===== src/rdls_regs.svh =====
`ifndef RDLS_REGS_SVH
`define RDLS_REGS_SVH
// register byte offsets
`define RDLS_GENERAL_OFFSET    8'h28
`define RDLS_EQ_OFFSET         8'h2C
`define RDLS_STATUS_OFFSET     8'h30
`define RDLS_U2_IDLE_OFFSET    8'h34
// general register fields
`define RDLS_CFG_LO_BIT        0
`define RDLS_CFG_HI_BIT        1
`define RDLS_FLIP_BIT          2
// eq register fields
`define RDLS_DFP1_EQ_LSB       0
`define RDLS_DFP2_EQ_LSB       4
`define RDLS_UFP_EQ_LSB        8
// reset values
`define RDLS_GENERAL_RESET     32'h0000_0001
`define RDLS_EQ_RESET          32'h0000_0000
`define RDLS_U2_IDLE_RESET     32'h0000_1000
// timing (ns) at 25 ns period
`define RDLS_CLK_PERIOD_NS     25
`define RDLS_PG_DELAY_NS       500000
`define RDLS_CFG_HOLD_NS       10000
`define RDLS_DEBOUNCE_NS       16000000
`endif


===== src/rdls_pkg.sv =====
package rdls_pkg;
    // link power states, one-hot
    typedef enum logic [3:0] {
        RDLS_DISC = 4'h1,
        RDLS_U0   = 4'h2,
        RDLS_U1   = 4'h4,
        RDLS_U23  = 4'h8
    } rdls_state_e;
    // four-level pin rank 0, R, F, 1
    typedef logic [1:0] rdls_level_t;
endpackage


===== src/rdls_debounce.sv =====
`timescale 1ns/1ps
// synchronises a pin and accepts a new level after it holds steady
module rdls_debounce #(
    parameter int COUNT = 640000
) (
    // clock and reset
    input  wire logic mclk,
    input  wire logic srst,
    // pin and filtered level
    input  wire logic pin,
    input  wire logic init_level,
    output logic      level
);
    initial begin
        if (COUNT < 1) $error("debounce count must be positive");
    end
    logic        sync1;             // first stage, read only by sync2
    logic        sync2;             // synchronised pin
    logic [31:0] cnt;               // stability counter
    logic [31:0] next_cnt;
    logic        next_level;

    // count while synchronised pin differs from accepted level
    always_comb begin
        next_cnt   = 32'h0000_0000;
        next_level = level;
        if (sync2 != level) begin
            if (cnt >= 32'(COUNT - 1)) begin
                next_level = sync2;
            end else begin
                next_cnt = cnt + 32'h0000_0001;
            end
        end
    end

    // registers
    always_ff @(posedge mclk) begin
        sync1 <= pin;
        sync2 <= sync1;
        if (srst) begin
            cnt   <= 32'h0000_0000;
            level <= init_level;
        end else begin
            cnt   <= next_cnt;
            level <= next_level;
        end
    end
endmodule


===== src/rdls_top.sv =====
`timescale 1ns/1ps
`include "rdls_regs.svh"
module rdls_top #(
    parameter int PG_CYCLES  = (`RDLS_PG_DELAY_NS / `RDLS_CLK_PERIOD_NS),
    parameter int HD_CYCLES  = ((`RDLS_CFG_HOLD_NS + `RDLS_CLK_PERIOD_NS - 1)
                                / `RDLS_CLK_PERIOD_NS),
    parameter int DB_CYCLES  = (`RDLS_DEBOUNCE_NS / `RDLS_CLK_PERIOD_NS),
    parameter int RX_PERIOD  = 4096
) (
    // clock and reset
    input  wire logic        mclk,
    input  wire logic        srst,
    // straps and pins
    input  wire logic [1:0]  mode_strap,
    input  wire logic [3:0]  dfp_eq_inputs,
    input  wire logic [3:0]  ufp_eq_inputs,
    input  wire logic        superspeed_enable_pin,
    input  wire logic        orientation_pin,
    input  wire logic        test_strap,
    // link sensing
    input  wire logic        ufp_term_det,
    input  wire logic        dfp_term_det,
    input  wire logic        ufp_elec_idle,
    input  wire logic        dfp_elec_idle,
    input  wire logic        lfps_det,
    // link control
    output logic             power_good,
    output logic             strap_bias_en,
    output logic             rx_detect_req,
    output logic             redrive_en,
    output logic             rx_term_en,
    output logic             tx_cm_en,
    output logic             flip_en,
    output logic [3:0]       dfp_eq_out,
    output logic [3:0]       ufp_eq_out,
    output logic [3:0]       link_state,
    // axi4-lite slave
    input  wire logic [7:0]  s_axi_awaddr,
    input  wire logic        s_axi_awvalid,
    output logic             s_axi_awready,
    input  wire logic [31:0] s_axi_wdata,
    input  wire logic [3:0]  s_axi_wstrb,
    input  wire logic        s_axi_wvalid,
    output logic             s_axi_wready,
    output logic [1:0]       s_axi_bresp,
    output logic             s_axi_bvalid,
    input  wire logic        s_axi_bready,
    input  wire logic [7:0]  s_axi_araddr,
    input  wire logic        s_axi_arvalid,
    output logic             s_axi_arready,
    output logic [31:0]      s_axi_rdata,
    output logic [1:0]       s_axi_rresp,
    output logic             s_axi_rvalid,
    input  wire logic        s_axi_rready
);
    initial begin
        if (PG_CYCLES < 1 || HD_CYCLES < 1 || DB_CYCLES < 1 || RX_PERIOD < 2)
            $error("timing counts out of range");
    end

    // eq index from two four-level ranks
    function automatic logic [3:0] eq_index(input rdls_pkg::rdls_level_t hi,
                                            input rdls_pkg::rdls_level_t lo);
        eq_index = {hi, lo};
    endfunction

    // two-flop synchronisers for pins
    logic [1:0]  mode_s1, mode_s2;
    logic [3:0]  dfp_s1, dfp_s2, ufp_s1, ufp_s2;
    logic [4:0]  link_s1, link_s2;  // ufp term, dfp term, ufp idle, dfp idle, lfps
    always_ff @(posedge mclk) begin
        mode_s1 <= mode_strap;
        mode_s2 <= mode_s1;
        dfp_s1  <= dfp_eq_inputs;
        dfp_s2  <= dfp_s1;
        ufp_s1  <= ufp_eq_inputs;
        ufp_s2  <= ufp_s1;
        link_s1 <= {ufp_term_det, dfp_term_det, ufp_elec_idle, dfp_elec_idle, lfps_det};
        link_s2 <= link_s1;
    end
    logic both_term, both_idle, lfps;
    assign both_term = link_s2[4] & link_s2[3];
    assign both_idle = link_s2[2] & link_s2[1];
    assign lfps      = link_s2[0];

    // debounced enable, orientation and test pins
    logic en_db, flip_db, test_db;
    rdls_debounce #(.COUNT(DB_CYCLES)) u_db_en (
        .mclk(mclk), .srst(srst), .pin(superspeed_enable_pin),
        .init_level(1'b0), .level(en_db));
    rdls_debounce #(.COUNT(DB_CYCLES)) u_db_flip (
        .mclk(mclk), .srst(srst), .pin(orientation_pin),
        .init_level(1'b0), .level(flip_db));
    rdls_debounce #(.COUNT(DB_CYCLES)) u_db_test (
        .mclk(mclk), .srst(srst), .pin(test_strap),
        .init_level(1'b0), .level(test_db));

    // power-good timer, strap latch and bias hold
    logic [31:0] pg_cnt, next_pg_cnt;
    logic [31:0] hd_cnt, next_hd_cnt;
    logic        next_power_good, next_bias;
    logic        reg_mode, next_reg_mode;
    logic [3:0]  dfp_lat, next_dfp_lat, ufp_lat, next_ufp_lat;
    always_comb begin
        next_pg_cnt     = pg_cnt;
        next_hd_cnt     = hd_cnt;
        next_power_good = power_good;
        next_bias       = strap_bias_en;
        next_reg_mode   = reg_mode;
        next_dfp_lat    = dfp_lat;
        next_ufp_lat    = ufp_lat;
        if (!power_good) begin
            // power good asserts after the delay
            if (pg_cnt >= 32'(PG_CYCLES - 1)) begin
                next_power_good = 1'b1;
                next_reg_mode   = (mode_s2 != 2'b00);
                next_dfp_lat    = dfp_s2;
                next_ufp_lat    = ufp_s2;
            end else begin
                next_pg_cnt = pg_cnt + 32'h0000_0001;
            end
        end else if (strap_bias_en) begin
            // isolate strap bias after the hold time
            if (hd_cnt >= 32'(HD_CYCLES - 1)) begin
                next_bias = 1'b0;
            end else begin
                next_hd_cnt = hd_cnt + 32'h0000_0001;
            end
        end
    end
    always_ff @(posedge mclk) begin
        if (srst) begin
            pg_cnt        <= 32'h0000_0000;
            hd_cnt        <= 32'h0000_0000;
            power_good    <= 1'b0;
            strap_bias_en <= 1'b1;
            reg_mode      <= 1'b0;
            dfp_lat       <= 4'h0;
            ufp_lat       <= 4'h0;
        end else begin
            pg_cnt        <= next_pg_cnt;
            hd_cnt        <= next_hd_cnt;
            power_good    <= next_power_good;
            strap_bias_en <= next_bias;
            reg_mode      <= next_reg_mode;
            dfp_lat       <= next_dfp_lat;
            ufp_lat       <= next_ufp_lat;
        end
    end

    // pin-mode enable: on after power-up, off after low-high-low sequence
    logic pin_en, next_pin_en, en_seen_hi, next_en_seen_hi, en_prev;
    always_comb begin
        next_pin_en     = pin_en;
        next_en_seen_hi = en_seen_hi;
        if (en_db && !en_prev) begin
            next_en_seen_hi = 1'b1;
            next_pin_en     = 1'b1;
        end else if (!en_db && en_prev && en_seen_hi) begin
            next_pin_en = 1'b0;
        end
    end
    always_ff @(posedge mclk) begin
        if (srst) begin
            pin_en     <= 1'b1;
            en_seen_hi <= 1'b0;
            en_prev    <= 1'b0;
        end else begin
            pin_en     <= next_pin_en;
            en_seen_hi <= next_en_seen_hi;
            en_prev    <= en_db;
        end
    end

    // software registers
    logic [31:0] gen_reg, eq_reg, idle_reg;
    logic        cfg_on, cfg_flip;
    // config 01 is one port, everything else powers down
    assign cfg_on   = reg_mode ? (gen_reg[1:0] == 2'b01) : pin_en;
    assign cfg_flip = reg_mode ? gen_reg[`RDLS_FLIP_BIT] : flip_db;

    // link power-state machine
    rdls_pkg::rdls_state_e state, next_state;
    logic [31:0] idle_cnt, next_idle_cnt;
    logic [31:0] rx_cnt, next_rx_cnt;
    always_comb begin
        next_state    = state;
        next_idle_cnt = 32'h0000_0000;
        next_rx_cnt   = 32'h0000_0000;
        if (!cfg_on || !power_good || test_db) begin
            next_state = rdls_pkg::RDLS_DISC;
        end else begin
            case (state)
                rdls_pkg::RDLS_DISC: begin
                    next_rx_cnt = (rx_cnt >= 32'(RX_PERIOD - 1)) ? 32'h0 : rx_cnt + 32'h1;
                    if (both_term) next_state = rdls_pkg::RDLS_U0;
                end
                rdls_pkg::RDLS_U0: begin
                    if (both_idle) next_state = rdls_pkg::RDLS_U1;
                end
                rdls_pkg::RDLS_U1: begin
                    if (lfps || !both_idle) begin
                        next_state = rdls_pkg::RDLS_U0;
                    end else if (idle_cnt >= idle_reg) begin
                        next_state = rdls_pkg::RDLS_U23;
                    end else begin
                        next_idle_cnt = idle_cnt + 32'h0000_0001;
                    end
                end
                rdls_pkg::RDLS_U23: begin
                    next_rx_cnt = (rx_cnt >= 32'(RX_PERIOD - 1)) ? 32'h0 : rx_cnt + 32'h1;
                    if (lfps) next_state = rdls_pkg::RDLS_U0;
                    else if (rx_cnt == 32'h0000_0002 && !both_term)
                        next_state = rdls_pkg::RDLS_DISC;
                end
                default: next_state = rdls_pkg::RDLS_DISC;
            endcase
        end
    end
    always_ff @(posedge mclk) begin
        if (srst) begin
            state    <= rdls_pkg::RDLS_DISC;
            idle_cnt <= 32'h0000_0000;
            rx_cnt   <= 32'h0000_0000;
        end else begin
            state    <= next_state;
            idle_cnt <= next_idle_cnt;
            rx_cnt   <= next_rx_cnt;
        end
    end

    // link control outputs
    logic [3:0] dfp_sel, ufp_sel;
    always_comb begin
        dfp_sel = reg_mode ? (cfg_flip ? eq_reg[7:4] : eq_reg[3:0])
                           : eq_index(dfp_lat[3:2], dfp_lat[1:0]);
        ufp_sel = reg_mode ? eq_reg[11:8] : eq_index(ufp_lat[3:2], ufp_lat[1:0]);
    end
    always_ff @(posedge mclk) begin
        if (srst) begin
            redrive_en    <= 1'b0;
            rx_term_en    <= 1'b0;
            tx_cm_en      <= 1'b0;
            flip_en       <= 1'b0;
            rx_detect_req <= 1'b0;
            dfp_eq_out    <= 4'h0;
            ufp_eq_out    <= 4'h0;
        end else begin
            redrive_en    <= (next_state == rdls_pkg::RDLS_U0);
            rx_term_en    <= (next_state != rdls_pkg::RDLS_DISC);
            tx_cm_en      <= (next_state == rdls_pkg::RDLS_U0) ||
                             (next_state == rdls_pkg::RDLS_U1);
            flip_en       <= cfg_flip;
            // follow the state being entered, so no pulse leaks into U0
            rx_detect_req <= (next_state == rdls_pkg::RDLS_U23 ||
                              next_state == rdls_pkg::RDLS_DISC)
                             && rx_cnt == 32'h0000_0000 && cfg_on && power_good;
            dfp_eq_out    <= lfps ? 4'h0 : dfp_sel;
            ufp_eq_out    <= lfps ? 4'h0 : ufp_sel;
        end
    end
    assign link_state = state;

    // axi4-lite write path: take address and data in either order
    logic        aw_held, w_held;
    logic [7:0]  aw_addr;
    logic [31:0] w_data;
    logic [3:0]  w_strb;
    logic        wr_go;
    assign s_axi_awready = !aw_held && !s_axi_bvalid;
    assign s_axi_wready  = !w_held && !s_axi_bvalid;
    assign s_axi_bresp   = 2'b00;
    assign s_axi_rresp   = 2'b00;
    assign s_axi_arready = !s_axi_rvalid;
    assign wr_go         = aw_held && w_held;
    function automatic logic [31:0] merge(input logic [31:0] old, input logic [31:0] d,
                                          input logic [3:0] st);
        for (int i = 0; i < 4; i++) merge[i*8 +: 8] = st[i] ? d[i*8 +: 8] : old[i*8 +: 8];
    endfunction
    always_ff @(posedge mclk) begin
        if (srst) begin
            aw_held      <= 1'b0;
            w_held       <= 1'b0;
            aw_addr      <= 8'h00;
            w_data       <= 32'h0000_0000;
            w_strb       <= 4'h0;
            s_axi_bvalid <= 1'b0;
            s_axi_rvalid <= 1'b0;
            s_axi_rdata  <= 32'h0000_0000;
            gen_reg      <= `RDLS_GENERAL_RESET;
            eq_reg       <= `RDLS_EQ_RESET;
            idle_reg     <= `RDLS_U2_IDLE_RESET;
        end else begin
            if (s_axi_awvalid && s_axi_awready) begin
                aw_held <= 1'b1;
                aw_addr <= s_axi_awaddr;
            end
            if (s_axi_wvalid && s_axi_wready) begin
                w_held <= 1'b1;
                w_data <= s_axi_wdata;
                w_strb <= s_axi_wstrb;
            end
            if (wr_go) begin
                aw_held      <= 1'b0;
                w_held       <= 1'b0;
                s_axi_bvalid <= 1'b1;
                case (aw_addr)
                    `RDLS_GENERAL_OFFSET: gen_reg  <= merge(gen_reg, w_data, w_strb) & 32'h0000_0007;
                    `RDLS_EQ_OFFSET:      eq_reg   <= merge(eq_reg, w_data, w_strb) & 32'h0000_0FFF;
                    `RDLS_U2_IDLE_OFFSET: idle_reg <= merge(idle_reg, w_data, w_strb);
                    default: ;
                endcase
            end else if (s_axi_bvalid && s_axi_bready) begin
                s_axi_bvalid <= 1'b0;
            end
            if (s_axi_arvalid && s_axi_arready) begin
                s_axi_rvalid <= 1'b1;
                case (s_axi_araddr)
                    `RDLS_GENERAL_OFFSET: s_axi_rdata <= gen_reg;
                    `RDLS_EQ_OFFSET:      s_axi_rdata <= eq_reg;
                    `RDLS_STATUS_OFFSET:  s_axi_rdata <= {22'h0, reg_mode, strap_bias_en,
                                                          power_good, cfg_on, cfg_flip,
                                                          1'b0, state};
                    `RDLS_U2_IDLE_OFFSET: s_axi_rdata <= idle_reg;
                    default:              s_axi_rdata <= 32'h0000_0000;
                endcase
            end else if (s_axi_rvalid && s_axi_rready) begin
                s_axi_rvalid <= 1'b0;
            end
        end
    end
endmodule


===== config.mk =====
export PLATFORM = sky130hd
export DESIGN_NAME = rdls_top
export DESIGN_NICKNAME = d
export VERILOG_FILES = /design/src/rdls_pkg.sv /design/src/rdls_debounce.sv /design/src/rdls_top.sv
export VERILOG_INCLUDE_DIRS = /design/src
export SDC_FILE = /design/constraint.sdc
export NUM_CORES = 1
export LEC_CHECK = 0
export BUFFER_PORTS_ARGS = -buffer_cell sky130_fd_sc_hd__buf_2
export CAP_MARGIN = 20
export CORE_UTILIZATION = 63
export DETAILED_ROUTE_END_ITERATION = 8
export PLACE_DENSITY = 0.84
export SLEW_MARGIN = 20
export SYNTH_ARGS = -nofsm -noshare
export SYNTH_HDL_FRONTEND = slang
export SYNTH_SLANG_ARGS = --single-unit

===== constraint.sdc =====
create_clock -name mclk -period 5 [get_ports mclk]
set_input_delay 0.75 -clock mclk [delete_from_list [all_inputs] [get_ports mclk]]
set_output_delay 0.75 -clock mclk [all_outputs]
set_load 0.05 [all_outputs]

* Word level (Yosys, flattened, before mapping)
Cells that the tools add are included.
Storage, ports and cells: register bits 421, bits of input ports 77, output and inout bits 60, word-level logic and storage cells 178
Cells by class: add/sub/neg operators 7, $lt $le $gt $ge 7, equal/unequal tests 21, multiplexer cells 22, bitwise gates (word level) 10, reductions and logical operators 56
Operators with widths (number):
- 32-bit by 1-bit adder with 32-bit output, second input constant | 7
- 32-bit case mux with 4 select lines | 1
- 32-bit by 20-bit >= comparator with 1-bit output, second input constant | 3
- 8-bit by 6-bit equality test with 1-bit output, second input constant | 7
- 4-bit 2-to-1 mux | 10
- 32-bit by 2-bit equality test with 1-bit output, second input constant | 1
- 32-bit by 12-bit >= comparator with 1-bit output, second input constant | 1
- 32-bit by 15-bit >= comparator with 1-bit output, second input constant | 1
- 32-bit >= comparator | 1
- 32-bit by 9-bit >= comparator with 1-bit output, second input constant | 1
- 32-bit logical NOT | 1
- 3-bit AND reduction | 8
- 4-bit case mux with 4 select lines | 1
- 1-bit logical AND | 15
- 1-bit logical NOT | 10
- 1-bit 2-to-1 mux | 10
- 2-bit AND reduction | 5
- 3-bit OR reduction | 3
- 4-bit by 1-bit equality test with 1-bit output, second input constant | 2
- 4-bit by 2-bit equality test with 1-bit output, second input constant | 2
- 4-bit by 3-bit equality test with 1-bit output, second input constant | 2
- 4-bit equality test, second input constant | 2
- 1-bit inverter | 8
- 2-bit OR reduction | 4
- other kinds (8) | 17

* Depth between registers and ports, before layout
Gate-level depths: netlist (run 1).
depth after elaboration 12, depth in mapped cells 10, mapped depth without buffers 9

* Cells and area by module
From an unflattened synthesis (run 1), not the netlist that was laid out.
Unflattened totals: cell total of the unflattened synthesis 1720, area total of the unflattened synthesis 16164.3 sq um
Modules (own cells, without submodules):
- rdls_top | times used 1, cells each 1330, area an instance 12050.3 sq um, sequential area each 6326.1 sq um
- rdls_debounce | times used 3, cells each 130, area an instance 1371.3 sq um, sequential area each 710.7 sq um

* Worst setup path before layout (run 1)
Ideal clock, no wire load.
path type register -> register, start register power_good, end register hd_cnt[6], setup time 0.128 ns, arrival 2.251 ns, data required time 4.872 ns, path slack 2.621 ns, stages on the path, launching flop included 8, buffers on the path 1, period minus slack after synthesis 2.379 ns, cells stage by stage dfxtp_1 -> buf_2 -> nand4_1 -> or4_1 -> a311oi_4 -> and4_1 -> xnor2_1 -> nor2_1
On the way: cells in the longest elaborated chain, start to end 1
Ends and longest elaborated chain:
- start, declared | RTL line rdls_top.sv:27 | output logic power_good,
- start signal, assigned | RTL line rdls_top.sv:143 | power_good <= next_power_good;
- 3-bit AND reduction (no line)
- end signal, assigned | RTL line rdls_top.sv:142 | hd_cnt <= next_hd_cnt;
- end, declared | RTL line rdls_top.sv:100 | logic [31:0] hd_cnt, next_hd_cnt;
Every way passes these cells. A chain may end at the register's enable or synchronous reset.

* Final worst setup path (run 1)
start register idle_reg[30], end register idle_cnt[18]
On the way: cells in the longest elaborated chain, start to end 2
Ends and longest elaborated chain:
- start, declared | RTL line rdls_top.sv:176 | logic [31:0] gen_reg, eq_reg, idle_reg;
- start signal, assigned | RTL line rdls_top.sv:292 | idle_reg <= `RDLS_U2_IDLE_RESET;
- start signal, assigned | RTL line rdls_top.sv:310 | `RDLS_U2_IDLE_OFFSET: idle_reg <= merge(idle_reg, w_data, w_strb);
- 32-bit >= comparator | RTL line rdls_top.sv:204 | end else if (idle_cnt >= idle_reg) begin
- 5-bit OR reduction (no line)
- end signal, assigned | RTL line rdls_top.sv:227 | idle_cnt <= next_idle_cnt;
- end, declared | RTL line rdls_top.sv:184 | logic [31:0] idle_cnt, next_idle_cnt;
Every way passes these cells.

==> report_table.html, run 1 <==
<table>
<tr><th>Metric</th><th>Value</th></tr>
<tr><th colspan="2">Detailed routing</th></tr>
<tr><td>First-pass detailed-route iteration total</td><td>6</td></tr>
<tr><td>DRC violation total after the first TritonRoute iteration</td><td>963</td></tr>
<tr><td>Average wire length per cell after detail routing</td><td>approximately 16 um</td></tr>
<tr><td>Wirelength, routed</td><td>34.3 mm</td></tr>
<tr><td>Via density per instance</td><td>roughly 5.6</td></tr>
<tr><td>Number of routed nets with antenna violations</td><td>0</td></tr>
<tr><td>Total via count in the routed design</td><td>12100</td></tr>
<tr><td>Post-route DRC violation count</td><td>0</td></tr>
<tr><th colspan="2">Timing</th></tr>
<tr><td>Max transition margin</td><td>0.380</td></tr>
<tr><td>Period Utilization, post-route</td><td>0.593</td></tr>
<tr><td>Final setup violation count</td><td>0</td></tr>
<tr><td>Setup repair after global routing missed its margin</td><td>no</td></tr>
<tr><td>Number of pins exceeding their max-slew limit in the final report</td><td>0</td></tr>
<tr><td>Worst-case clock skew</td><td>0.0106 ns</td></tr>
<tr><td>Count of final hold-check violations</td><td>0</td></tr>
<tr><td>Fin Setup TNS</td><td>0 ns</td></tr>
<tr><td>Minimum clock period</td><td>approximately 3 ns</td></tr>
<tr><td>Maximum frequency from static timing analysis</td><td>between 300 and 400 MHz</td></tr>
<tr><td>Transition at the pin with the smallest max-transition slack</td><td>0.927 ns</td></tr>
<tr><th colspan="2">Logic synthesis</th></tr>
<tr><td>Biggest area contributors in the synthesized netlist</td><td>sky130_fd_sc_hd__dfxtp_1, sky130_fd_sc_hd__nor2_1, sky130_fd_sc_hd__nand2_1, sky130_fd_sc_hd__xor2_1, sky130_fd_sc_hd__a21oi_1</td></tr>
<tr><td>FF+latch count, synth</td><td>421</td></tr>
<tr><td>Mapped cell area</td><td>15500 sq um</td></tr>
<tr><td>Share of the synthesized area in the top cell type</td><td>0.544</td></tr>
<tr><td>Synthesized area per cell</td><td>slightly above 9 sq um</td></tr>
<tr><td>Syn Inst Count</td><td>1660</td></tr>
<tr><td>Post-synth top flop</td><td>sky130_fd_sc_hd__dfxtp_1</td></tr>
<tr><td>Count of yosys warnings during synthesis</td><td>0</td></tr>
<tr><td>Ys async rst share</td><td>0</td></tr>
<tr><td>List of most frequent post-synthesis cells</td><td>sky130_fd_sc_hd__dfxtp_1, sky130_fd_sc_hd__nor2_1, sky130_fd_sc_hd__nand2_1</td></tr>
<tr><td>Most instantiated library cell after synthesis</td><td>sky130_fd_sc_hd__dfxtp_1</td></tr>
<tr><td>Distinct cells, synth</td><td>64</td></tr>
<tr><td>Number of synthesized flops with an enable pin</td><td>0</td></tr>
<tr><td>Cell type with the largest total area after synthesis</td><td>sky130_fd_sc_hd__dfxtp_1</td></tr>
<tr><td>Post-synthesis sequential area ratio</td><td>0.544</td></tr>
<tr><th colspan="2">Placement</th></tr>
<tr><td>Post-DP HPWL</td><td>roughly 23 mm</td></tr>
<tr><td>Final weighted congestion of routability-driven global placement</td><td>0.891</td></tr>
<tr><td>Count of port buffers added during placement</td><td>132</td></tr>
<tr><td>Cell area after placement</td><td>around 17000 sq um</td></tr>
<tr><th colspan="2">Critical path</th></tr>
<tr><td>Register-to-register path setup slack</td><td>2.03 ns</td></tr>
<tr><td>Element type at the critical path end</td><td>flip-flop</td></tr>
<tr><td>Start-to-end type of the worst setup path</td><td>reg2reg</td></tr>
<tr><td>Capture instance of the worst register-to-register path</td><td>idle_cnt[18]$_SDFF_PP0_</td></tr>
<tr><td>Launching point of the worst reg2reg path</td><td>idle_reg[30]$_SDFFE_PP0P_</td></tr>
<tr><td>Kind of start point of the critical path</td><td>flip-flop</td></tr>
<tr><td>Required time of the critical path</td><td>5.45 ns</td></tr>
<tr><td>Critical path fanouts, max</td><td>22</td></tr>
<tr><td>Arrival time at the worst endpoint</td><td>3.42 ns</td></tr>
<tr><td>Count of cells along the worst register-to-register path</td><td>10</td></tr>
<tr><th colspan="2">Floorplan</th></tr>
<tr><td>Effective utilization at floorplan</td><td>0.652</td></tr>
<tr><td>Die area</td><td>25200 sq um</td></tr>
<tr><td>Number of core rows</td><td>56</td></tr>
<tr><td>Chip width</td><td>159 um</td></tr>
<tr><td>Total core area</td><td>around 24000 sq um</td></tr>
<tr><td>IO Pins</td><td>137</td></tr>
<tr><td>Vertical extent of the die</td><td>about 160 um</td></tr>
<tr><th colspan="2">CTS</th></tr>
<tr><td>Clock net sink count</td><td>421</td></tr>
<tr><td>CTS max path bufs</td><td>3</td></tr>
<tr><td>Setup fix buffers added after clock tree synthesis</td><td>0</td></tr>
<tr><td>CTS resizes</td><td>0</td></tr>
<tr><td>Clock transition at path regs</td><td>0.06 ns</td></tr>
<tr><td>Clock root buffer master</td><td>sky130_fd_sc_hd__clkbuf_16</td></tr>
<tr><td>Cts bufs inserted</td><td>42</td></tr>
<tr><td>Deepest level of the CTS H-tree</td><td>2</td></tr>
<tr><td>Clock latency of the later-clocked register in the worst-skew pair</td><td>0.53 ns</td></tr>
<tr><td>Number of hold-repair buffers added at the cts stage</td><td>0</td></tr>
<tr><td>TritonCTS clock tree</td><td>yes</td></tr>
<tr><th colspan="2">Cells and area</th></tr>
<tr><td>Area growth from synthesis to layout</td><td>16.7%</td></tr>
<tr><td>Layout cell share with drive strength beyond 1</td><td>0.123</td></tr>
<tr><td>Antenna cells</td><td>0</td></tr>
<tr><td>Nets</td><td>between 1500 and 2000</td></tr>
<tr><td>Summed area of non-filler cells in the final layout</td><td>18100 sq um</td></tr>
<tr><td>Number of fill cells</td><td>roughly 1600</td></tr>
<tr><th colspan="2">Min path</th></tr>
<tr><td>Hold-critical path depth</td><td>1</td></tr>
<tr><td>Beginning of the worst hold path</td><td>ufp_eq_inputs[1]</td></tr>
<tr><td>Tightest Hold Check Type</td><td>in2reg</td></tr>
<tr><td>Endpoint, Worst Hold</td><td>ufp_s1[1]$_DFF_P_</td></tr>
<tr><th colspan="2">Pwr</th></tr>
<tr><td>Internal power</td><td>roughly 5.6 mW</td></tr>
<tr><td>Leakage Power</td><td>7.07 nW</td></tr>
<tr><td>Portion of total power attributed to the clock network</td><td>0.484</td></tr>
<tr><td>Cell area power density</td><td>392 nW/um^2</td></tr>
<tr><td>Switching Share</td><td>0.205</td></tr>
<tr><td>Max VDD drop</td><td>337 uV</td></tr>
<tr><td>Comb power frac</td><td>0.026</td></tr>
<tr><td>Power dissipated by switching net loads</td><td>1.45 mW</td></tr>
<tr><td>Sequential power share</td><td>0.490</td></tr>
<tr><th colspan="2">GRT</th></tr>
<tr><td>Initial antenna violation count</td><td>0</td></tr>
<tr><td>Via count of the first global-routing pass</td><td>~12000</td></tr>
<tr><td>Largest net degree at the start of global routing</td><td>77</td></tr>
<tr><td>Global-route wire length before repair</td><td>56.5 mm</td></tr>
<tr><td>Combined global-route utilization of all metal layers</td><td>0.271</td></tr>
<tr><td>Residual overflow from global routing</td><td>0</td></tr>
<tr><th colspan="2">Status</th></tr>
<tr><td>Status</td><td>complete, no violations</td></tr>
<tr><th colspan="2">Flow run</th></tr>
<tr><td>Number of maximum-capacitance constraint violations</td><td>0</td></tr>
</table>
## final cells by class
cell class / instances / area, sq um / area share
flip-flops and latches: 421 / 8430 / 0.467
clock inverters: 21 / 317 / 0.0175
inverters: 50 / 188 / 0.0104
clock buffers: 56 / 1230 / 0.0679
multi-input cells: 1179 / 6800 / 0.376
repair buffers: 138 / 712 / 0.0394
well taps: 319 / 399 / 0.0221
## kinds of logic after synthesis
family	after synthesis	synth area share
xor+xnor	115	0.0651
other cells	1	0.000242
mux	38	0.0248
compound gates	192	0.0746
fa+ha+maj	41	0.0331
simple gates	733	0.226
buf+inv	119	0.0312
flops	421	0.544
## critical path: stages (launching register included)
cell	delay, ns
sky130_fd_sc_hd__dfxtp_1	0.37
sky130_fd_sc_hd__inv_1	0.06
sky130_fd_sc_hd__ha_1	0.32
sky130_fd_sc_hd__a21oi_1	0.15
sky130_fd_sc_hd__nand2_1	0.07
sky130_fd_sc_hd__a221o_1	0.33
sky130_fd_sc_hd__a211o_1	0.29
sky130_fd_sc_hd__a31oi_1	0.28
sky130_fd_sc_hd__nand4_1	0.46
sky130_fd_sc_hd__buf_4	0.40
sky130_fd_sc_hd__nor2_1	0.17
## per-stage QoR
step           hold slack [ns]  power [mW]  instances  worst slack [ns]  utilization
4_1_cts                  0.302        7.12       2184              2.06        0.761
5_1_grt                  0.304        7.28       2184              1.87        0.761
6_report                 0.320        7.08       2184              2.03        0.761
3_3_place_gp             0.311        3.71       2107              2.28        0.695
2_1_floorplan            0.310        3.65       1719              2.62            -
3_5_place_dp             0.312        3.72       2107              2.10        0.696
## power groups by stage
| stage | logic [mW] | clock network (mW) | registers [mW] |
|---|---|---|---|
| after floorplan | 0.127 | 0 | 3.53 |
| after global placement | 0.177 | 0 | 3.54 |
| after detailed placement | 0.181 | 0 | 3.54 |
| after CTS | 0.183 | 3.47 | 3.47 |
| after global routing | 0.205 | 3.61 | 3.47 |
| final | 0.184 | 3.43 | 3.47 |
## placed cells by master (no fill, tap or decap), types with 4 or more instances in the layout
master and instances:
sky130_fd_sc_hd__a41oi_1 4, sky130_fd_sc_hd__and2_1 7, sky130_fd_sc_hd__nor4_1 29, sky130_fd_sc_hd__clkbuf_8 6, sky130_fd_sc_hd__a211oi_1 6, sky130_fd_sc_hd__nand2_1 201, sky130_fd_sc_hd__o21a_1 4, sky130_fd_sc_hd__conb_1 60
sky130_fd_sc_hd__nand3_1 110, sky130_fd_sc_hd__xnor2_1 44, sky130_fd_sc_hd__buf_2 131, sky130_fd_sc_hd__buf_4 6, sky130_fd_sc_hd__ha_1 41, sky130_fd_sc_hd__xor2_1 71, sky130_fd_sc_hd__bufinv_16 8, sky130_fd_sc_hd__nor2b_1 49
sky130_fd_sc_hd__o21ai_0 19, sky130_fd_sc_hd__and4_1 10, sky130_fd_sc_hd__clkinv_2 9, sky130_fd_sc_hd__inv_1 50, sky130_fd_sc_hd__mux2i_1 35, sky130_fd_sc_hd__nor3_1 15, sky130_fd_sc_hd__and3_1 25, sky130_fd_sc_hd__a21oi_1 123
sky130_fd_sc_hd__a222oi_1 9, sky130_fd_sc_hd__dfxtp_1 421, sky130_fd_sc_hd__nor2_1 205, sky130_fd_sc_hd__nand2b_1 12, sky130_fd_sc_hd__clkbuf_1 5, sky130_fd_sc_hd__or4_1 7, sky130_fd_sc_hd__clkbuf_16 45, sky130_fd_sc_hd__nand4_1 36
## per-layer routing
| layer | global-route usage | wire [um] |
|---|---|---|
| met4 | 0.0953 | 1020 |
| met2 | 0.446 | 16100 |
| met5 | 0 | 0 |
| met1 | 0.361 | 14800 |
| met3 | 0.0408 | 2310 |
## how the worst max path moves through the flow
stage | slack (ns) | to | depth (start not counted) | from
floorplan | 2.62 | hd_cnt[6]$_SDFFE_PP0P_ | 7 | power_good$_SDFF_PP0_
CTS | 2.06 | idle_cnt[18]$_SDFF_PP0_ | 10 | idle_reg[30]$_SDFFE_PP0P_
detailed placement | 2.10 | idle_cnt[18]$_SDFF_PP0_ | 10 | idle_reg[30]$_SDFFE_PP0P_
global placement | 2.28 | idle_cnt[28]$_SDFF_PP0_ | 10 | idle_reg[30]$_SDFFE_PP0P_
global route | 1.87 | idle_cnt[18]$_SDFF_PP0_ | 10 | idle_reg[30]$_SDFFE_PP0P_
finish | 2.03 | idle_cnt[18]$_SDFF_PP0_ | 10 | idle_reg[30]$_SDFFE_PP0P_
Note: power is estimated with default switching activity, not from simulation.
==> inputs of run 2 (changes only) <==
--- a/config.mk
+++ b/config.mk
@@ -8,9 +8,9 @@
 export LEC_CHECK = 0
 export BUFFER_PORTS_ARGS = -buffer_cell sky130_fd_sc_hd__buf_2
 export CAP_MARGIN = 20
-export CORE_UTILIZATION = 63
+export CORE_UTILIZATION = 59
 export DETAILED_ROUTE_END_ITERATION = 8
-export PLACE_DENSITY = 0.84
+export PLACE_DENSITY = 0.79
 export SLEW_MARGIN = 20
 export SYNTH_ARGS = -nofsm -noshare
 export SYNTH_HDL_FRONTEND = slang
==> constraint.sdc (replaced) <==
create_clock -name mclk -period 2.9 [get_ports mclk]
set_input_delay 0.435 -clock mclk [delete_from_list [all_inputs] [get_ports mclk]]
set_output_delay 0.435 -clock mclk [all_outputs]
set_load 0.05 [all_outputs]
==> report_table.html, run 2 (synthesis results as in run 1) <==
<table>
<tr><th>Metric</th><th>Value</th></tr>
<tr><th colspan="2">Critical path</th></tr>
<tr><td>Cell with the largest stage delay on the worst path</td><td>sky130_fd_sc_hd__dfxtp_1</td></tr>
<tr><td>Max incr delay on CP</td><td>0.37 ns (-0.09 ns)</td></tr>
<tr><td>Required time of the critical path</td><td>3.35 ns (-2.10 ns)</td></tr>
<tr><td>Start-to-end type of the worst setup path</td><td>reg2reg</td></tr>
<tr><td>Critical path fanouts, max</td><td>32 (+45%)</td></tr>
<tr><td>Worst Path Buf+Inv</td><td>2 (unchanged)</td></tr>
<tr><td>CP cell instances</td><td>inv_1 -&gt; ha_1 -&gt; a21oi_1 -&gt; o21ai_0 -&gt; a221o_1 -&gt; a211o_1 -&gt; a31oi_1 -&gt; nand4_1 -&gt; buf_4 -&gt; nor2_1</td></tr>
<tr><td>Top Family by Delay on Critical Path</td><td>compound AO/OA/AOI/OAI gates</td></tr>
<tr><td>Kind of start point of the critical path</td><td>flip-flop</td></tr>
<tr><td>Element type at the critical path end</td><td>flip-flop</td></tr>
<tr><td>Arrival time at the worst endpoint</td><td>3.03 ns (-0.39 ns)</td></tr>
<tr><th colspan="2">Timing</th></tr>
<tr><td>Setup repair after global routing missed its margin</td><td>no</td></tr>
<tr><td>Fin Setup TNS</td><td>0 ns (unchanged)</td></tr>
<tr><td>Final setup violation count</td><td>0 (unchanged)</td></tr>
<tr><td>Maximum frequency from static timing analysis</td><td>387 MHz (+15%)</td></tr>
<tr><td>Setup WS post-layout</td><td>0.314 ns (-1.72 ns)</td></tr>
<tr><td>Worst-case clock skew</td><td>0.0251 ns (+0.0146 ns)</td></tr>
<tr><td>Number of pins exceeding their max-slew limit in the final report</td><td>0 (unchanged)</td></tr>
<tr><td>Post-route worst hold slack</td><td>0.0126 ns (-0.307 ns)</td></tr>
<tr><td>Max transition margin</td><td>0.407 (+0.0263)</td></tr>
<tr><td>Period Utilization, post-route</td><td>0.892 (+0.299)</td></tr>
<tr><td>Minimum clock period</td><td>2.59 ns (-0.379 ns)</td></tr>
<tr><td>Count of final hold-check violations</td><td>0 (unchanged)</td></tr>
<tr><td>Transition at the pin with the smallest max-transition slack</td><td>0.888 ns (-0.0393 ns)</td></tr>
<tr><th colspan="2">GRT</th></tr>
<tr><td>Residual overflow from global routing</td><td>0 (unchanged)</td></tr>
<tr><td>Global-route wire length before repair</td><td>56.2 mm (-0.52%)</td></tr>
<tr><td>Combined global-route utilization of all metal layers</td><td>0.260 (-0.0110)</td></tr>
<tr><td>Largest net degree at the start of global routing</td><td>70 (-9.1%)</td></tr>
<tr><td>Via count of the first global-routing pass</td><td>11700 (-0.52%)</td></tr>
<tr><td>Initial antenna violation count</td><td>0 (unchanged)</td></tr>
<tr><th colspan="2">CTS</th></tr>
<tr><td>TritonCTS clock tree</td><td>yes</td></tr>
<tr><td>CTS max path bufs</td><td>3 (unchanged)</td></tr>
<tr><td>Deepest level of the CTS H-tree</td><td>2 (unchanged)</td></tr>
<tr><td>Clock transition at path regs</td><td>0.06 ns (about the same)</td></tr>
<tr><td>Clock net sink count</td><td>421 (unchanged)</td></tr>
<tr><td>CTS resizes</td><td>0 (unchanged)</td></tr>
<tr><td>Clock root buffer master</td><td>sky130_fd_sc_hd__clkbuf_16</td></tr>
<tr><td>Cts bufs inserted</td><td>41 (-2.4%)</td></tr>
<tr><td>Clock latency of the later-clocked register in the worst-skew pair</td><td>0.54 ns (about the same)</td></tr>
<tr><th colspan="2">Floorplan</th></tr>
<tr><td>Vertical extent of the die</td><td>164 um (+3.3%)</td></tr>
<tr><td>Number of core rows</td><td>58 (+3.6%)</td></tr>
<tr><td>Effective utilization at floorplan</td><td>0.608 (-0.0440)</td></tr>
<tr><td>Die area</td><td>26900 sq um (+6.7%)</td></tr>
<tr><td>Chip width</td><td>164 um (+3.3%)</td></tr>
<tr><td>IO Pins</td><td>137 (unchanged)</td></tr>
<tr><td>Total core area</td><td>25500 sq um (+7.2%)</td></tr>
<tr><th colspan="2">Cells and area</th></tr>
<tr><td>Summed area of non-filler cells in the final layout</td><td>18200 sq um (+0.99%)</td></tr>
<tr><td>Layout cell share with drive strength beyond 1</td><td>0.125 (+0.00201)</td></tr>
<tr><td>Antenna cells</td><td>0 (unchanged)</td></tr>
<tr><td>Nets</td><td>1977 (+1.4%)</td></tr>
<tr><td>Area growth from synthesis to layout</td><td>17.9%</td></tr>
<tr><td>Most common cell after layout, fill and taps aside</td><td>sky130_fd_sc_hd__dfxtp_1</td></tr>
<tr><td>Commonest cells after routing, fill and taps aside</td><td>sky130_fd_sc_hd__dfxtp_1, sky130_fd_sc_hd__nor2_1, sky130_fd_sc_hd__nand2_1</td></tr>
<tr><th colspan="2">Detailed routing</th></tr>
<tr><td>Average wire length per cell after detail routing</td><td>15.6 um (-0.81%)</td></tr>
<tr><td>First-pass detailed-route iteration total</td><td>9 (+3)</td></tr>
<tr><td>Via density per instance</td><td>5.46 (-1.7%)</td></tr>
<tr><td>DRC violation total after the first TritonRoute iteration</td><td>1023 (+6.2%)</td></tr>
<tr><td>Wirelength, routed</td><td>34.6 mm (+0.87%)</td></tr>
<tr><td>Total via count in the routed design</td><td>12100 (-0.016%)</td></tr>
<tr><td>Number of routed nets with antenna violations</td><td>0 (unchanged)</td></tr>
<tr><td>Post-route DRC violation count</td><td>0 (unchanged)</td></tr>
<tr><th colspan="2">Pwr</th></tr>
<tr><td>Switching Share</td><td>0.208 (+0.00361)</td></tr>
<tr><td>Cell area power density</td><td>653 nW/um^2 (+67%)</td></tr>
<tr><td>Sequential power share</td><td>0.502 (+0.012)</td></tr>
<tr><td>Leakage Power</td><td>7.16 nW (+1.2%)</td></tr>
<tr><td>Portion of total power attributed to the clock network</td><td>0.470 (-0.014)</td></tr>
<tr><td>Comb power frac</td><td>0.029 (+0.003)</td></tr>
<tr><td>Internal power</td><td>9.43 mW (+68%)</td></tr>
<tr><td>Max VDD drop</td><td>589 uV (+75%)</td></tr>
<tr><td>Power dissipated by switching net loads</td><td>2.48 mW (+71%)</td></tr>
<tr><th colspan="2">Placement</th></tr>
<tr><td>Post-DP HPWL</td><td>23.6 mm (+1.8%)</td></tr>
<tr><td>Final weighted congestion of routability-driven global placement</td><td>0.860 (-3.5%)</td></tr>
<tr><td>Setup slack after placement</td><td>0.463 ns (-1.64 ns)</td></tr>
<tr><td>Cell area after placement</td><td>16600 sq um (+0.69%)</td></tr>
<tr><td>Count of port buffers added during placement</td><td>132 (unchanged)</td></tr>
<tr><th colspan="2">Min path</th></tr>
<tr><td>Tightest Hold Check Type</td><td>in2reg</td></tr>
<tr><th colspan="2">Status</th></tr>
<tr><td>Status</td><td>complete, no violations</td></tr>
<tr><th colspan="2">Flow run</th></tr>
<tr><td>Number of maximum-capacitance constraint violations</td><td>0 (unchanged)</td></tr>
</table>
==> run 2: changes by cell type in the layout (fill, tap and decap cells not counted), sizes merged <==
cell         delta
clkbuf          -1
buf            +12
bufinv          -2
dlygate4sd3    +16
clkinv          +1
==> run 2: power groups by stage <==
stage	Clock (mW)	Combinational [mW]	Sequential (mW)
6_report	5.60	0.340	5.98
5_1_grt	5.92	0.377	5.99
4_1_cts	5.67	0.335	5.98
3_5_place_dp	0	0.316	6.10
3_3_place_gp	0	0.311	6.10
2_1_floorplan	0	0.219	6.08
==> run 2: per-layer routing <==
layer | up-vias | GRT usage | routed length (um)
li1 | 5970 | - | -
met1 | 5737 | 0.343 | 15400
met2 | 348 | 0.429 | 16200
met3 | 72 | 0.0412 | 1910
met4 | 0 | 0.0972 | 1050
met5 | - | 0 | 0
==> run 2: through the flow <==
step | util | power [mW] | instances
final | 0.716 | 11.9 | 2221
after detailed placement | 0.653 | 6.42 | 2130
after global routing | 0.716 | 12.3 | 2221
after CTS | 0.716 | 12.0 | 2221
after global placement | 0.653 | 6.41 | 2130
after floorplan | - | 6.30 | 1719
==> run 2: final timing paths <==
check,cells past startpoint,startpoint,to,slack [ns]
worst min-delay path,1,mode_strap[1],mode_s1[1]$_DFF_P_,0.01
worst max-delay path,10,idle_reg[23]$_SDFFE_PP0P_,idle_cnt[5]$_SDFF_PP0_,0.31
worst min register to register,0,dfp_s1[1]$_DFF_P_,dfp_s2[1]$_DFF_P_,0.33
worst max register to register,10,idle_reg[23]$_SDFFE_PP0P_,idle_cnt[5]$_SDFF_PP0_,0.31
==> run 2: layout make-up <==
type,count,area [sq um]
flip-flops and latches,421,8430
fillers,1838,7230
multi-input cells,1179,6790
clock buffers,55,1180
repair buffers,166,975
well taps,330,413
clock inverters,20,269
inverters,50,188
==> run 2: timing repair <==
| item | CTS | global route |
|---|---|---|
| hold buffers | 16 | 0 |
| setup buffers | 0 | 0 |
| hold endpoints to repair | 16 | 0 |
| endpoints found under the setup margin | 0 | 0 |
==> inputs of run 3 (changes only) <==
--- a/config.mk
+++ b/config.mk
@@ -8,9 +8,11 @@
 export LEC_CHECK = 0
 export BUFFER_PORTS_ARGS = -buffer_cell sky130_fd_sc_hd__buf_2
 export CAP_MARGIN = 20
-export CORE_UTILIZATION = 59
+export CELL_PAD_IN_SITES_DETAIL_PLACEMENT = 0
+export CELL_PAD_IN_SITES_GLOBAL_PLACEMENT = 1
+export CORE_UTILIZATION = 45
 export DETAILED_ROUTE_END_ITERATION = 8
-export PLACE_DENSITY = 0.79
+export PLACE_DENSITY_LB_ADDON = 0.1
 export SLEW_MARGIN = 20
 export SYNTH_ARGS = -nofsm -noshare
 export SYNTH_HDL_FRONTEND = slang
==> report_table.html, run 3 (synthesis results as in run 1) <==
<table>
<tr><th>Metric</th><th>Value</th></tr>
<tr><th colspan="2">Status</th></tr>
<tr><td>Status</td><td>complete, no violations</td></tr>
<tr><th colspan="2">Flow run</th></tr>
<tr><td>Number of maximum-capacitance constraint violations</td><td>0 (unchanged)</td></tr>
<tr><th colspan="2">Min path</th></tr>
<tr><td>Tightest Hold Check Type</td><td>in2reg</td></tr>
<tr><td>Beginning of the worst hold path</td><td>s_axi_rready</td></tr>
<tr><td>Hold-critical path depth</td><td>2 (+1)</td></tr>
<tr><td>Endpoint, Worst Hold</td><td>s_axi_rvalid$_SDFFE_PP0P_</td></tr>
<tr><th colspan="2">Timing</th></tr>
<tr><td>Number of pins exceeding their max-slew limit in the final report</td><td>0 (unchanged)</td></tr>
<tr><td>Count of final hold-check violations</td><td>0 (unchanged)</td></tr>
<tr><td>Final setup violation count</td><td>0 (unchanged)</td></tr>
<tr><td>Minimum clock period</td><td>2.40 ns (-0.184 ns)</td></tr>
<tr><td>Post-route worst hold slack</td><td>0.0772 ns (+0.0645 ns)</td></tr>
<tr><td>Worst-case clock skew</td><td>0.0131 ns (-0.0121 ns)</td></tr>
<tr><td>Period Utilization, post-route</td><td>0.828 (-0.0634)</td></tr>
<tr><td>Max transition margin</td><td>0.357 (-0.0498)</td></tr>
<tr><td>Fin Setup TNS</td><td>0 ns (unchanged)</td></tr>
<tr><td>Transition at the pin with the smallest max-transition slack</td><td>0.963 ns (+0.0745 ns)</td></tr>
<tr><td>Maximum frequency from static timing analysis</td><td>416 MHz (+7.7%)</td></tr>
<tr><td>Setup repair after global routing missed its margin</td><td>no</td></tr>
<tr><th colspan="2">CTS</th></tr>
<tr><td>CTS max path bufs</td><td>3 (unchanged)</td></tr>
<tr><td>Cts bufs inserted</td><td>45 (+9.8%)</td></tr>
<tr><td>Deepest level of the CTS H-tree</td><td>2 (unchanged)</td></tr>
<tr><td>Clock root buffer master</td><td>sky130_fd_sc_hd__clkbuf_16</td></tr>
<tr><td>Clock transition at path regs</td><td>0.06 ns (about the same)</td></tr>
<tr><td>Clock latency of the later-clocked register in the worst-skew pair</td><td>0.55 ns (about the same)</td></tr>
<tr><td>Clock net sink count</td><td>421 (unchanged)</td></tr>
<tr><td>TritonCTS clock tree</td><td>yes</td></tr>
<tr><td>CTS resizes</td><td>0 (unchanged)</td></tr>
<tr><th colspan="2">Cells and area</th></tr>
<tr><td>Commonest cells after routing, fill and taps aside</td><td>sky130_fd_sc_hd__dfxtp_1, sky130_fd_sc_hd__nor2_1, sky130_fd_sc_hd__nand2_1</td></tr>
<tr><td>Nets</td><td>1988 (+0.56%)</td></tr>
<tr><td>Post-route core utilization</td><td>0.545 (-0.172)</td></tr>
<tr><td>Area of the multi-input gates</td><td>6790 sq um (about the same)</td></tr>
<tr><td>Most common cell after layout, fill and taps aside</td><td>sky130_fd_sc_hd__dfxtp_1</td></tr>
<tr><td>Total area of sequential cells</td><td>8430 sq um (unchanged)</td></tr>
<tr><td>Summed area of non-filler cells in the final layout</td><td>18400 sq um (+0.61%)</td></tr>
<tr><td>Layout cell share with drive strength beyond 1</td><td>0.125 (unchanged)</td></tr>
<tr><td>Number of fill cells</td><td>3185 (+73%)</td></tr>
<tr><td>Area growth from synthesis to layout</td><td>18.6%</td></tr>
<tr><th colspan="2">Pwr</th></tr>
<tr><td>Leakage Power</td><td>7.15 nW (-0.11%)</td></tr>
<tr><td>Switching Share</td><td>0.214 (+0.00556)</td></tr>
<tr><td>Max VDD drop</td><td>484 uV (-18%)</td></tr>
<tr><td>Cell area power density</td><td>635 nW/um^2 (-2.8%)</td></tr>
<tr><td>Comb power frac</td><td>0.031 (+0.002)</td></tr>
<tr><td>Internal power</td><td>9.16 mW (-2.9%)</td></tr>
<tr><td>Power dissipated by switching net loads</td><td>2.49 mW (+0.41%)</td></tr>
<tr><td>Portion of total power attributed to the clock network</td><td>0.457 (-0.013)</td></tr>
<tr><td>Sequential power share</td><td>0.513 (+0.011)</td></tr>
<tr><td>Post-layout power</td><td>11.7 mW (-2.2%)</td></tr>
<tr><th colspan="2">Critical path</th></tr>
<tr><td>Register-to-register path setup slack</td><td>0.50 ns (+0.18 ns)</td></tr>
<tr><td>Element type at the critical path end</td><td>flip-flop</td></tr>
<tr><td>Start-to-end type of the worst setup path</td><td>reg2reg</td></tr>
<tr><td>Required time of the critical path</td><td>3.38 ns (+0.03 ns)</td></tr>
<tr><td>Count of cells along the worst register-to-register path</td><td>10 (unchanged)</td></tr>
<tr><td>Arrival time at the worst endpoint</td><td>2.88 ns (-0.15 ns)</td></tr>
<tr><td>Critical path fanouts, max</td><td>32 (unchanged)</td></tr>
<tr><td>Launching point of the worst reg2reg path</td><td>idle_reg[30]$_SDFFE_PP0P_</td></tr>
<tr><td>Capture instance of the worst register-to-register path</td><td>idle_cnt[12]$_SDFF_PP0_</td></tr>
<tr><td>Kind of start point of the critical path</td><td>flip-flop</td></tr>
<tr><th colspan="2">Placement</th></tr>
<tr><td>Count of port buffers added during placement</td><td>132 (unchanged)</td></tr>
<tr><td>Cell area after placement</td><td>16800 sq um (+1.1%)</td></tr>
<tr><td>Post-DP HPWL</td><td>24.0 mm (+1.4%)</td></tr>
<tr><td>Final weighted congestion of routability-driven global placement</td><td>0.789 (-8.2%)</td></tr>
<tr><th colspan="2">Detailed routing</th></tr>
<tr><td>Post-route DRC violation count</td><td>0 (unchanged)</td></tr>
<tr><td>Number of routed nets with antenna violations</td><td>0 (unchanged)</td></tr>
<tr><td>Via density per instance</td><td>4.89 (-10%)</td></tr>
<tr><td>Total via count in the routed design</td><td>11500 (-5.5%)</td></tr>
<tr><td>First-pass detailed-route iteration total</td><td>5 (-4)</td></tr>
<tr><td>Wirelength, routed</td><td>34.0 mm (-1.7%)</td></tr>
<tr><td>Average wire length per cell after detail routing</td><td>14.5 um (-6.9%)</td></tr>
<tr><td>DRC violation total after the first TritonRoute iteration</td><td>582 (-43%)</td></tr>
<tr><th colspan="2">GRT</th></tr>
<tr><td>Via count of the first global-routing pass</td><td>11000 (-5.6%)</td></tr>
<tr><td>Largest net degree at the start of global routing</td><td>76 (+8.6%)</td></tr>
<tr><td>Combined global-route utilization of all metal layers</td><td>0.196 (-0.0636)</td></tr>
<tr><td>Residual overflow from global routing</td><td>0 (unchanged)</td></tr>
<tr><td>Global-route wire length before repair</td><td>56.0 mm (-0.41%)</td></tr>
<tr><td>Initial antenna violation count</td><td>8 (+8)</td></tr>
<tr><th colspan="2">Floorplan</th></tr>
<tr><td>Number of core rows</td><td>67 (+16%)</td></tr>
<tr><td>Effective utilization at floorplan</td><td>0.459 (-0.148)</td></tr>
<tr><td>Die area</td><td>35100 sq um (+31%)</td></tr>
<tr><td>Chip width</td><td>187 um (+14%)</td></tr>
<tr><td>Total core area</td><td>33700 sq um (+32%)</td></tr>
<tr><td>IO Pins</td><td>137 (unchanged)</td></tr>
<tr><td>Vertical extent of the die</td><td>187 um (+14%)</td></tr>
</table>
run 3: layout make-up:
type | count | share of cell area
diodes | 5 | 0.000682
clock buffers | 57 | 0.0688
clock inverters | 11 | 0.00491
inverters | 50 | 0.0102
multi-input cells | 1179 | 0.370
flip-flops and latches | 421 | 0.459
well taps | 448 | 0.0305
repair buffers | 173 | 0.0556
run 3: power by group through the flow:
stage               Clock (mW)  Combinational (mW)  Sequential, mW
detailed placement           0               0.339            6.10
floorplan                    0               0.219            6.08
global route              5.73               0.399            5.99
CTS                       5.49               0.358            5.98
finish                    5.32               0.356            5.98
global placement             0               0.337            6.10
run 3: routing by layer:
metal,vias to the layer above,share of wire,track usage
li1,5978,-,-
met1,5195,0.50,0.270
met5,-,0.0011,0
met2,215,0.42,0.301
met4,6,0.025,0.0669
met3,65,0.054,0.0462
run 3: critical path, stage by stage (launching register included):
cell                      delay, ns
sky130_fd_sc_hd__dfxtp_1       0.34
sky130_fd_sc_hd__inv_1         0.05
sky130_fd_sc_hd__ha_1          0.32
sky130_fd_sc_hd__a21oi_1       0.16
sky130_fd_sc_hd__nand2_1       0.07
sky130_fd_sc_hd__a221o_1       0.34
sky130_fd_sc_hd__a211o_1       0.27
sky130_fd_sc_hd__a31oi_1       0.25
sky130_fd_sc_hd__nand4_1       0.12
sky130_fd_sc_hd__buf_4         0.27
sky130_fd_sc_hd__nor2_1        0.14
run 3: repair_timing:
| item | 4_1_cts | 5_1_grt |
|---|---|---|
| setup buffers | 0 | 0 |
| hold buffers | 18 | 0 |
| setup endpoints to repair | 0 | 0 |
| endpoints found under the hold margin | 18 | 0 |
run 3: per-stage QoR:
stage          instances  setup slack [ns]
4_1_cts             2339             0.482
3_3_place_gp        2253             0.538
2_1_floorplan       1719             0.521
3_5_place_dp        2253             0.493
6_report            2344             0.497
5_1_grt             2339             0.297
run 3: how the worst max path moves through the flow:
stage	startpoint	to	slack [ns]
6_report	idle_reg[30]$_SDFFE_PP0P_	idle_cnt[12]$_SDFF_PP0_	0.50
5_1_grt	idle_reg[23]$_SDFFE_PP0P_	idle_cnt[26]$_SDFF_PP0_	0.30
4_1_cts	idle_reg[30]$_SDFFE_PP0P_	idle_cnt[17]$_SDFF_PP0_	0.48
3_5_place_dp	idle_reg[1]$_SDFFE_PP0P_	rx_detect_req$_SDFF_PP0_	0.49
3_3_place_gp	idle_reg[30]$_SDFFE_PP0P_	idle_cnt[7]$_SDFF_PP0_	0.54
2_1_floorplan	power_good$_SDFF_PP0_	hd_cnt[6]$_SDFFE_PP0P_	0.52
